File: config.mk
export PLATFORM = sky130hd
export DESIGN_NAME = dcl_loader
export DESIGN_NICKNAME = d
export VERILOG_FILES = /design/src/common/dcl_pkg.sv /design/src/rtl/dcl_pin_sync.sv /design/src/rtl/dcl_loader.sv
export SDC_FILE = /design/constraint.sdc
export NUM_CORES = 1
export LEC_CHECK = 0
export BUFFER_PORTS_ARGS = -buffer_cell sky130_fd_sc_hd__buf_2
export CELL_PAD_IN_SITES_DETAIL_PLACEMENT = 1
export CELL_PAD_IN_SITES_GLOBAL_PLACEMENT = 2
export CORE_ASPECT_RATIO = 1.25
export CORE_UTILIZATION = 35
export DETAILED_ROUTE_END_ITERATION = 8
export PLACE_DENSITY_LB_ADDON = 0.08
export SLEW_MARGIN = 20
export SYNTH_ARGS = -nofsm -noshare
export SYNTH_HDL_FRONTEND = slang
export SYNTH_SLANG_ARGS = --single-unit
export TNS_END_PERCENT = 5
File: constraint.sdc
create_clock -name core_clk_in -period 2.5 [get_ports core_clk_in]
set_input_delay 0.25 -clock core_clk_in [delete_from_list [all_inputs] [get_ports core_clk_in]]
set_output_delay 0.25 -clock core_clk_in [all_outputs]
set_load 0.02 [all_outputs]
File: src/common/dcl_pkg.sv
// Constants and types shared by the default configuration loader
// How it works
// - Strap low at load: functional defaults come from the fuse mirror registers.
// - Strap at internal 1.5 V rail: every reload uses the built-in table.
// - Fuse sourcing: copy fuses into mirrors on each rising undervoltage crossing.
// - Second stage copies mirror contents into the functional registers.
// - Built-in source selected: trial configuration mode is never entered.
// - Trim or self-test failure, or fuse failure with fuse source, sets its flag and blocks power-up until cleared.
// - Fault flags clear only while trial enable pin is high; otherwise read only, except that built-in source zeroes the fuse flag.
// - Trial mode ignores low-power-off default and forces the quiet powered-off state.
// - Trial mode reports real self-test result in its flag, 0 pass, 1 fail.
// - Trial mode: no CRC, no secure write, target address 0x08.
// - Trial mode disables external watchdog input and internal watchdog timer.
// - Three-bit page select; in trial mode mirrors appear in extended page 1.
// - Trial enable pin low: every extended page access is refused.
// - Mirrors hold fused values; host may rewrite them in trial mode.
// - Power-up with trial pin high gives limited functions; low gives full.
// - Trial setup holds while supply stays up; supply loss resets the mirrors.
package dcl_pkg;
    localparam int          DCL_WORDS        = 18;
    localparam int          DCL_IDX_W        = 5;
    localparam logic [4:0]  DCL_LAST_IDX     = 5'h11;
    localparam logic [7:0]  DCL_PAGE_ADDR    = 8'h77;
    localparam logic [7:0]  DCL_FLAGS_ADDR   = 8'h7A;
    localparam logic [7:0]  DCL_MIRROR_BASE  = 8'hA0;
    localparam logic [7:0]  DCL_MIRROR_END   = 8'hB1;
    localparam logic [2:0]  DCL_PAGE_RESET   = 3'h0;
    localparam logic [2:0]  DCL_PAGE_MIRROR  = 3'h1;
    localparam logic [2:0]  DCL_FLAGS_RESET  = 3'h0;
    localparam logic [6:0]  DCL_TRIAL_ADDR   = 7'h08;
    localparam int          DCL_TRIM_BIT     = 0;
    localparam int          DCL_FUSE_BIT     = 1;
    localparam int          DCL_STEST_BIT    = 2;
    localparam logic [4:0]  DCL_PAD5         = 5'h00;
    localparam logic [7:0]  DCL_ZERO8        = 8'h00;

    // Built-in configuration, element 0 is the last word listed
    localparam logic [DCL_WORDS-1:0][7:0] DCL_HARDWIRE = {
        8'h01, 8'h60, 8'h00, 8'h07, 8'h02, 8'h01, 8'h00, 8'h0F, 8'hFF,
        8'hAF, 8'h07, 8'h10, 8'h00, 8'h00, 8'h01, 8'h05, 8'h02, 8'h00};

    typedef enum logic [1:0] {DCL_IDLE, DCL_FUSE, DCL_FUNC} dcl_load_type;

    typedef struct packed {
        dcl_load_type                ld;
        logic [DCL_IDX_W-1:0]        idx;
        logic [DCL_WORDS-1:0][7:0]   mirror;
        logic [2:0]                  page;
        logic [2:0]                  flags;
        logic [7:0]                  rdata;
        logic                        rerr;
        logic                        func_we;
        logic [DCL_IDX_W-1:0]        func_addr;
        logic [7:0]                  func_data;
        logic                        load_done;
        logic                        pu_go;
        logic                        pu_limited;
        logic                        trial;
        logic [6:0]                  i2c_addr;
        logic                        crc_en;
        logic                        sec_en;
        logic                        wd_en;
    } dcl_state_type;
endpackage

File: src/rtl/dcl_pin_sync.sv
// Three-stage pin synchroniser with agreement filter
`timescale 1ns/10ps
module dcl_pin_sync (
    input  wire logic core_clk_in,
    input  wire logic rst_n_in,
    input  wire logic pin_in,
    output logic      level_out
);
    logic meta_r;
    logic s2_r;
    logic s3_r;

    // First stage feeds only the second; change accepted once two and three agree
    always_ff @(posedge core_clk_in or negedge rst_n_in) begin
        if (!rst_n_in) begin
            meta_r    <= 1'b0;
            s2_r      <= 1'b0;
            s3_r      <= 1'b0;
            level_out <= 1'b0;
        end else begin
            meta_r <= pin_in;
            s2_r   <= meta_r;
            s3_r   <= s2_r;
            if (s2_r == s3_r) begin
                level_out <= s3_r;
            end
        end
    end
endmodule // dcl_pin_sync

File: src/rtl/dcl_loader.sv
// Default configuration loader: source select, mirror load, trial mode, fault flags
`timescale 1ns/10ps
module dcl_loader
    import dcl_pkg::*;
(
    input  wire logic                 core_clk_in,
    input  wire logic                 rst_n_in,
    input  wire logic                 config_source_strap_pin_in,
    input  wire logic                 trial_config_enable_pin_in,
    input  wire logic                 uv_rise_in,
    input  wire logic                 main_input_supply_low_in,
    input  wire logic                 reload_req_in,
    input  wire logic                 trim_done_in,
    input  wire logic                 trim_ok_in,
    input  wire logic                 fuse_done_in,
    input  wire logic                 fuse_ok_in,
    input  wire logic                 stest_done_in,
    input  wire logic                 stest_ok_in,
    input  wire logic [7:0]           fuse_rd_data_in,
    output logic [DCL_IDX_W-1:0]      fuse_rd_addr_out,
    input  wire logic                 reg_wr_in,
    input  wire logic                 reg_rd_in,
    input  wire logic [7:0]           reg_addr_in,
    input  wire logic [7:0]           reg_wdata_in,
    output logic [7:0]                reg_rdata_out,
    output logic                      reg_err_out,
    input  wire logic                 quiet_powered_off_state_in,
    input  wire logic                 power_up_event_in,
    output logic                      power_up_go_out,
    output logic                      power_up_limited_out,
    output logic                      func_wr_en_out,
    output logic [DCL_IDX_W-1:0]      func_wr_addr_out,
    output logic [7:0]                func_wr_data_out,
    output logic                      load_done_out,
    input  wire logic [6:0]           cfg_i2c_addr_in,
    input  wire logic                 cfg_crc_en_in,
    input  wire logic                 cfg_secure_en_in,
    input  wire logic                 cfg_wd_en_in,
    output logic [6:0]                i2c_target_addr_out,
    output logic                      i2c_crc_en_out,
    output logic                      i2c_secure_en_out,
    output logic                      watchdog_enable_out,
    output logic                      trial_config_mode_out,
    output logic                      force_quiet_off_out,
    output logic [2:0]                fault_flags_out
);
    dcl_state_type s_r;
    dcl_state_type s_nxt;
    logic          strap_s;
    logic          tpin_s;
    logic          in_window;
    logic [7:0]    woff;
    logic          ext_ok;
    logic          flag_clr;

    // Both straps are pins from outside the clock domain
    dcl_pin_sync u_strap_sync (
        .core_clk_in (core_clk_in),
        .rst_n_in    (rst_n_in),
        .pin_in      (config_source_strap_pin_in),
        .level_out   (strap_s)
    );

    dcl_pin_sync u_trial_sync (
        .core_clk_in (core_clk_in),
        .rst_n_in    (rst_n_in),
        .pin_in      (trial_config_enable_pin_in),
        .level_out   (tpin_s)
    );

    // Register decode helpers
    assign in_window = (reg_addr_in >= DCL_MIRROR_BASE) && (reg_addr_in <= DCL_MIRROR_END);
    assign woff      = reg_addr_in - DCL_MIRROR_BASE;
    assign ext_ok    = s_r.trial && (s_r.page == DCL_PAGE_MIRROR);
    // gated clear; keyed to the trial pin, so built-in source with pin high may clear
    assign flag_clr  = reg_wr_in && (reg_addr_in == DCL_FLAGS_ADDR) && tpin_s
                       && quiet_powered_off_state_in;

    // Next-state logic for the whole block
    always_comb begin
        s_nxt         = s_r;
        s_nxt.func_we = 1'b0;
        s_nxt.pu_go   = 1'b0;
        s_nxt.rerr    = 1'b0;

        // no trial on built-in source; pin high enters trial mode
        s_nxt.trial = tpin_s && !strap_s;
        s_nxt.i2c_addr = s_nxt.trial ? DCL_TRIAL_ADDR : cfg_i2c_addr_in;
        s_nxt.crc_en   = cfg_crc_en_in && !s_nxt.trial;
        s_nxt.sec_en   = cfg_secure_en_in && !s_nxt.trial;
        s_nxt.wd_en    = cfg_wd_en_in && !s_nxt.trial;
        if (!s_nxt.trial) begin
            s_nxt.page = DCL_PAGE_RESET;
        end

        // Load sequencer
        unique case (s_r.ld)
            DCL_IDLE: begin
                if (uv_rise_in && !main_input_supply_low_in) begin
                    s_nxt.idx       = '0;
                    s_nxt.load_done = 1'b0;
                    // fuse stage on rising crossing; built-in skips it
                    s_nxt.ld = strap_s ? DCL_FUNC : DCL_FUSE;
                end else if (reload_req_in) begin
                    s_nxt.idx       = '0;
                    s_nxt.load_done = 1'b0;
                    s_nxt.ld        = DCL_FUNC;
                end
            end
            DCL_FUSE: begin
                s_nxt.mirror[s_r.idx] = fuse_rd_data_in;
                s_nxt.idx = s_r.idx + 5'h01;
                if (s_r.idx == DCL_LAST_IDX) begin
                    s_nxt.idx = '0;
                    s_nxt.ld  = DCL_FUNC;
                end
            end
            DCL_FUNC: begin
                s_nxt.func_we   = 1'b1;
                s_nxt.func_addr = s_r.idx;
                s_nxt.func_data = strap_s ? DCL_HARDWIRE[s_r.idx] : s_r.mirror[s_r.idx];
                s_nxt.idx = s_r.idx + 5'h01;
                if (s_r.idx == DCL_LAST_IDX) begin
                    s_nxt.idx       = '0;
                    s_nxt.ld        = DCL_IDLE;
                    s_nxt.load_done = 1'b1;
                end
            end
            // Unused code after an upset falls back to idle
            default: begin
                s_nxt.ld = DCL_IDLE;
            end
        endcase

        // Register reads answer next cycle
        s_nxt.rdata = DCL_ZERO8;
        if (reg_rd_in) begin
            if (reg_addr_in == DCL_PAGE_ADDR) begin
                s_nxt.rdata = {DCL_PAD5, s_r.page};
            end else if (reg_addr_in == DCL_FLAGS_ADDR) begin
                s_nxt.rdata = {DCL_PAD5, s_r.flags};
            end else if (in_window) begin
                if (ext_ok) begin
                    s_nxt.rdata = s_r.mirror[woff[DCL_IDX_W-1:0]];
                end else begin
                    s_nxt.rerr = 1'b1;
                end
            end
        end

        // Register writes
        if (reg_wr_in) begin
            if (reg_addr_in == DCL_PAGE_ADDR) begin
                // Selector is writable only in trial mode
                if (s_r.trial) begin
                    s_nxt.page = reg_wdata_in[2:0];
                end else begin
                    s_nxt.rerr = 1'b1;
                end
            end else if (reg_addr_in == DCL_FLAGS_ADDR) begin
                s_nxt.rerr = !flag_clr;
            end else if (in_window) begin
                // host rewrite in trial; refuse otherwise
                if (ext_ok && s_r.ld == DCL_IDLE) begin
                    s_nxt.mirror[woff[DCL_IDX_W-1:0]] = reg_wdata_in;
                end else begin
                    s_nxt.rerr = 1'b1;
                end
            end
        end

        // write 1 clears, set below wins
        if (flag_clr) begin
            s_nxt.flags = s_r.flags & ~reg_wdata_in[2:0];
        end
        if (trim_done_in && !trim_ok_in) begin
            s_nxt.flags[DCL_TRIM_BIT] = 1'b1;
        end
        // Built-in source keeps the fuse flag at zero
        if (strap_s) begin
            s_nxt.flags[DCL_FUSE_BIT] = 1'b0;
        end else if (fuse_done_in && !fuse_ok_in) begin
            s_nxt.flags[DCL_FUSE_BIT] = 1'b1;
        end
        if (stest_done_in) begin
            // trial reports the real outcome both ways
            if (s_r.trial) begin
                s_nxt.flags[DCL_STEST_BIT] = !stest_ok_in;
            end else if (!stest_ok_in) begin
                s_nxt.flags[DCL_STEST_BIT] = 1'b1;
            end
        end

        if (power_up_event_in && s_r.flags == DCL_FLAGS_RESET && s_r.ld == DCL_IDLE) begin
            s_nxt.pu_go = 1'b1;
            // limited functions when trial pin high
            s_nxt.pu_limited = tpin_s;
        end

        // supply loss wipes the mirrors and aborts a load
        if (main_input_supply_low_in) begin
            s_nxt.mirror    = '0;
            s_nxt.ld        = DCL_IDLE;
            s_nxt.idx       = '0;
            s_nxt.load_done = 1'b0;
        end
    end

    // State register; everything resets to constants
    always_ff @(posedge core_clk_in or negedge rst_n_in) begin
        if (!rst_n_in) begin
            s_r       <= '0;
            s_r.ld    <= DCL_IDLE;
            s_r.page  <= DCL_PAGE_RESET;
            s_r.flags <= DCL_FLAGS_RESET;
        end else begin
            s_r <= s_nxt;
        end
    end

    // Outputs straight from the state register
    assign fuse_rd_addr_out      = s_r.idx;
    assign reg_rdata_out         = s_r.rdata;
    assign reg_err_out           = s_r.rerr;
    assign power_up_go_out       = s_r.pu_go;
    assign power_up_limited_out  = s_r.pu_limited;
    assign func_wr_en_out        = s_r.func_we;
    assign func_wr_addr_out      = s_r.func_addr;
    assign func_wr_data_out      = s_r.func_data;
    assign load_done_out         = s_r.load_done;
    assign i2c_target_addr_out   = s_r.i2c_addr;
    assign i2c_crc_en_out        = s_r.crc_en;
    assign i2c_secure_en_out     = s_r.sec_en;
    assign watchdog_enable_out   = s_r.wd_en;
    assign trial_config_mode_out = s_r.trial;
    // trial forces quiet powered-off regardless of self-test
    assign force_quiet_off_out   = s_r.trial;
    assign fault_flags_out       = s_r.flags;
endmodule // dcl_loader

==> flow_results.xml <==
<?xml version="1.0" encoding="UTF-8"?>
<metrics>
  <group name="outcome">
    <metric name="status" unit="">completed</metric>
  </group>
  <group name="sta">
    <metric name="rsz0062_at_grt" unit="">no</metric>
    <metric name="final_critical_path_required_period" unit="ns">2.33</metric>
    <metric name="finalSetupViolCount" unit="">0</metric>
    <metric name="max-slew-margin-rel" unit="%">42.4</metric>
    <metric name="final-hold-violation-count" unit="">0</metric>
    <metric name="finalMaxSlewViolations" unit="">0</metric>
    <metric name="final_critical_path_setup_slack" unit="ns">0.174</metric>
    <metric name="total_neg_setup_slack" unit="ns">0</metric>
    <metric name="worst_clock_skew" unit="ns">0.0247</metric>
    <metric name="period_share" unit="%">93.0</metric>
    <metric name="tightest_slew" unit="ns">0.864</metric>
    <metric name="maxClockFrequency" unit="MHz">430</metric>
  </group>
  <group name="route">
    <metric name="drc_errors" unit="">0</metric>
    <metric name="detailroute.via_count" unit="">11100</metric>
    <metric name="ant_nets" unit="">0</metric>
    <metric name="routedWlPerCell" unit="um">29.7</metric>
    <metric name="vias_per_cell" unit="">6.13</metric>
    <metric name="drtIter0Drc" unit="">636</metric>
    <metric name="detailedRoute.firstPassIterationCount" unit="">5</metric>
    <metric name="postRouteWirelength" unit="um">53700</metric>
  </group>
  <group name="synth">
    <metric name="ys_async_sr_fraction" unit="%">100</metric>
    <metric name="synthesized_nets" unit="">1328</metric>
    <metric name="synth_enable_flop_cells" unit="">0</metric>
    <metric name="adder_and_majority_gate_portion_of_the_synthesized_area" unit="%">0.986</metric>
    <metric name="share_of_synthesized_cell_area_in_and_or_nand_and_nor_gates" unit="%">14.9</metric>
    <metric name="multiplexer_share_of_the_synthesized_area" unit="%">23.0</metric>
    <metric name="synthDominantAreaCellType" unit="">sky130_fd_sc_hd__dfrtp_1</metric>
    <metric name="xor_xnor_share_of_the_synthesized_area" unit="%">0</metric>
    <metric name="syn_area_per_cell" unit="um2">10.6</metric>
    <metric name="netlist_top_cells_area" unit="">sky130_fd_sc_hd__dfrtp_1 (38%), sky130_fd_sc_hd__mux2i_1 (10%), sky130_fd_sc_hd__mux4_2 (5.7%), sky130_fd_sc_hd__nor3_1 (5.5%), sky130_fd_sc_hd__a211oi_1 (5.5%)</metric>
    <metric name="yosys-top-cells-count" unit="">sky130_fd_sc_hd__dfrtp_1 (202), sky130_fd_sc_hd__nor3_1 (149), sky130_fd_sc_hd__mux2i_1 (134)</metric>
    <metric name="yosys.cell_types.count" unit="">83</metric>
    <metric name="main_combinational_cell_family_by_area_after_synthesis" unit="">multiplexers</metric>
    <metric name="top_count_cell_post_synth" unit="">sky130_fd_sc_hd__dfrtp_1</metric>
    <metric name="synth_seq_area_share" unit="%">37.6</metric>
    <metric name="netlist_area" unit="um2">13500</metric>
    <metric name="synth_top_cell_area_share" unit="%">37.6</metric>
    <metric name="post_synth_inst_count" unit="">1268</metric>
    <metric name="synth-seq-cells" unit="">202</metric>
    <metric name="synth_ff_type" unit="">sky130_fd_sc_hd__dfrtp_1</metric>
    <metric name="synth_compound_area_share" unit="%">15.2</metric>
    <metric name="total_of_warnings_raised_by_yosys" unit="">0</metric>
  </group>
  <group name="layout">
    <metric name="final_area" unit="um2">15500</metric>
    <metric name="num-nets-final" unit="">1364</metric>
    <metric name="layout.filler_cells" unit="">4096</metric>
    <metric name="area_growth_from_synthesis_to_layout" unit="%">15.2</metric>
    <metric name="drive_gt1_share" unit="%">26.2</metric>
    <metric name="n_antenna_cell" unit="">0</metric>
  </group>
  <group name="global_routing">
    <metric name="first_pass_grt_wire_length" unit="um">80500</metric>
    <metric name="globalRoute.totalOverflow" unit="">0</metric>
    <metric name="antenna_found_initial" unit="">0</metric>
    <metric name="grt_pass1_vias" unit="">11600</metric>
    <metric name="maximum_number_of_pins_on_one_net_before_global_route_repair" unit="">84</metric>
    <metric name="track_usage" unit="%">27.6</metric>
  </group>
  <group name="clock_tree">
    <metric name="worst_setup_hold_path_clk_slew" unit="ns">0.06</metric>
    <metric name="cts_tree" unit="">yes</metric>
    <metric name="maximum_buffer_depth_of_the_clock_tree" unit="">3</metric>
    <metric name="clk-insertion-delay-late" unit="ns">0.56</metric>
    <metric name="cts_num_sinks" unit="">202</metric>
    <metric name="library_cell_used_as_clock_root_buffer" unit="">sky130_fd_sc_hd__clkbuf_16</metric>
    <metric name="htree_depth" unit="">1</metric>
    <metric name="cts_buffers" unit="">25</metric>
  </group>
  <group name="floorplan">
    <metric name="fp.dieW" unit="um">177</metric>
    <metric name="placeableCoreArea" unit="um2">37600</metric>
    <metric name="start_util" unit="%">35.8</metric>
    <metric name="row_count" unit="">79</metric>
    <metric name="top_level_ports" unit="">97</metric>
    <metric name="die_area" unit="um2">39200</metric>
    <metric name="die_y" unit="um">221</metric>
  </group>
  <group name="worst_setup_path">
    <metric name="cp_startpoint_kind" unit="">register</metric>
    <metric name="timing.reg2reg.worst_path_depth" unit="">5</metric>
    <metric name="crit_path_launch" unit="">fuse_rd_addr_out[0]$_DFFE_PN0P_</metric>
    <metric name="worstPathCellList" unit="">buf_12, mux4_1, a221o_1, a221oi_1, nor3_1</metric>
    <metric name="crit_path_end" unit="">func_wr_data_out[2]$_DFFE_PN0P_</metric>
    <metric name="crit_path_top_delay_cell" unit="">sky130_fd_sc_hd__mux4_1</metric>
    <metric name="setup.worst_path.class" unit="">register to register</metric>
    <metric name="critPathMaxStageDelay" unit="ns">0.68</metric>
    <metric name="worst-r2r-setup-slack" unit="ns">0.17</metric>
    <metric name="timing.critical_path.fanout_max" unit="">39</metric>
    <metric name="regToRegEndpoint" unit="">func_wr_data_out[2]$_DFFE_PN0P_</metric>
    <metric name="worst_r2r_startpoint" unit="">fuse_rd_addr_out[0]$_DFFE_PN0P_</metric>
    <metric name="timing.critical_path.required" unit="ns">2.91</metric>
    <metric name="end_kind" unit="">register</metric>
    <metric name="data_arrival_time_of_the_worst_path" unit="ns">2.74</metric>
  </group>
  <group name="power_and_ir_drop">
    <metric name="powerDensity" unit="nW/um2">600</metric>
    <metric name="ir_worst_vdd" unit="mV">0.428</metric>
    <metric name="power_after_layout" unit="mW">9.29</metric>
    <metric name="leakage" unit="nW">6.34</metric>
  </group>
  <group name="placed_design">
    <metric name="globalplace.congestion" unit="">0.903</metric>
    <metric name="placedInstanceArea" unit="um2">14300</metric>
    <metric name="post-place-ws" unit="ns">0.0946</metric>
    <metric name="buffer_ports.inserted" unit="">96</metric>
    <metric name="final_hpwl_from_detailed_placement" unit="um">36800</metric>
  </group>
  <group name="worst_hold_path">
    <metric name="worstHoldStart" unit="">uv_rise_in</metric>
    <metric name="hold_path_depth" unit="">4</metric>
    <metric name="min-delay-path-class" unit="">input pin to register</metric>
  </group>
  <group name="flow_run">
    <metric name="drv.max_cap_violation_count" unit="">0</metric>
  </group>
</metrics>
==> layout make-up <==
class | instances | area (um2) | area share [%]
clock buffers | 27 | 653 | 4.22
multi-input cells | 858 | 7290 | 47.1
flip-flops and latches | 202 | 5060 | 32.7
clock inverters | 19 | 319 | 2.06
repair buffers | 198 | 1490 | 9.61
inverters | 19 | 71.3 | 0.460
well taps | 486 | 608 | 3.93
==> critical path, delay by kind of cell, from the launching register on <==
kind	cells	cell delay [ns]
multiplexers	1	0.68
AO/OA/AOI/OAI	2	0.69
flip-flops	1	0.42
buffers and inverters	1	0.26
AND/OR/NAND/NOR	1	0.10
==> state kept, by name, indices dropped and copies added, names as in the netlist, 3 cells and up <==
register and count:
fault_flags_out 3, func_wr_addr_out 5, func_wr_data_out 8, fuse_rd_addr_out 5
i2c_target_addr_out 7, reg_rdata_out 8, s_r 149
==> worst min-delay path by stage <==
stage                                                 end
final                           load_done_out$_DFFE_PN0P_
after global routing            load_done_out$_DFFE_PN0P_
after CTS                       load_done_out$_DFFE_PN0P_
after detailed placement  func_wr_addr_out[2]$_DFFE_PN0P_
after global placement    func_wr_addr_out[2]$_DFFE_PN0P_
after floorplan            fault_flags_out[0]$_DFFE_PN0P_
==> per-layer routing <==
layer	up-vias	part of all wire [%]	global-route usage, %
met5	-	0	0
met4	0	3.3	9.73
met3	78	5.2	3.66
met2	365	45	42.3
met1	5774	46	39.5
li1	4876	-	-
==> kinds of logic after synthesis <==
| family | count (synthesis) |
|---|---|
| AO/OA/AOI/OAI | 264 |
| adder cells (fa/ha/maj) | 11 |
| buffers and inverters | 208 |
| flip-flops | 202 |
| multiplexers | 227 |
| AND/OR/NAND/NOR | 356 |
==> cells in the final DEF, fill, tap and decap left out, drive strengths merged, types with 6 or more instances in the layout <==
cell type | Yosys | layout
a211oi | 115 | 115
a21oi | 11 | 11
a22o | 6 | 6
a22oi | 14 | 14
a311oi | 33 | 33
a31oi | 8 | 8
and2 | 12 | 12
and3b | 6 | 6
buf | 96 | 176
bufinv | 0 | 8
clkbuf | 93 | 27
dfrtp | 202 | 202
dlygate4sd3 | 0 | 22
ha | 9 | 9
inv | 18 | 21
mux2 | 37 | 37
mux2i | 134 | 134
mux4 | 56 | 56
nand2 | 74 | 74
nand2b | 14 | 14
nand3 | 8 | 8
nand3b | 7 | 7
nand4 | 6 | 6
nor2 | 22 | 22
nor3 | 151 | 151
nor3b | 9 | 9
o2111ai | 6 | 6
o21ai | 37 | 37
or2 | 17 | 17
or3 | 6 | 6
==> through the flow <==
step | utilization, % | hold WS (ns) | cells
3_5_place_dp | 38.0 | 0.271 | 1740
3_3_place_gp | 38.0 | 0.267 | 1740
5_1_grt | 41.2 | 0.0887 | 1809
6_report | 41.2 | 0.0533 | 1809
4_1_cts | 41.2 | 0.0194 | 1808
2_1_floorplan | - | -0.0456 | 1268
==> report_power, final <==
part | switching [mW] | leakage (nW) | total [mW] | internal (mW)
Clock | 1.63 | 0.462 | 4.36 | 2.73
Sequential | 0.0978 | 2.76 | 3.48 | 3.38
Combinational | 0.936 | 3.12 | 1.44 | 0.506
==> timing repair <==
item / 4_1_cts / 5_1_grt
endpoints found under the hold margin: 84 / 0
endpoints found under the setup margin: 0 / 9
gates resized for setup: 0 / 1
setup buffers: 0 / 1
hold buffers: 22 / 0
Note: power is estimated with default switching activity, not from simulation.
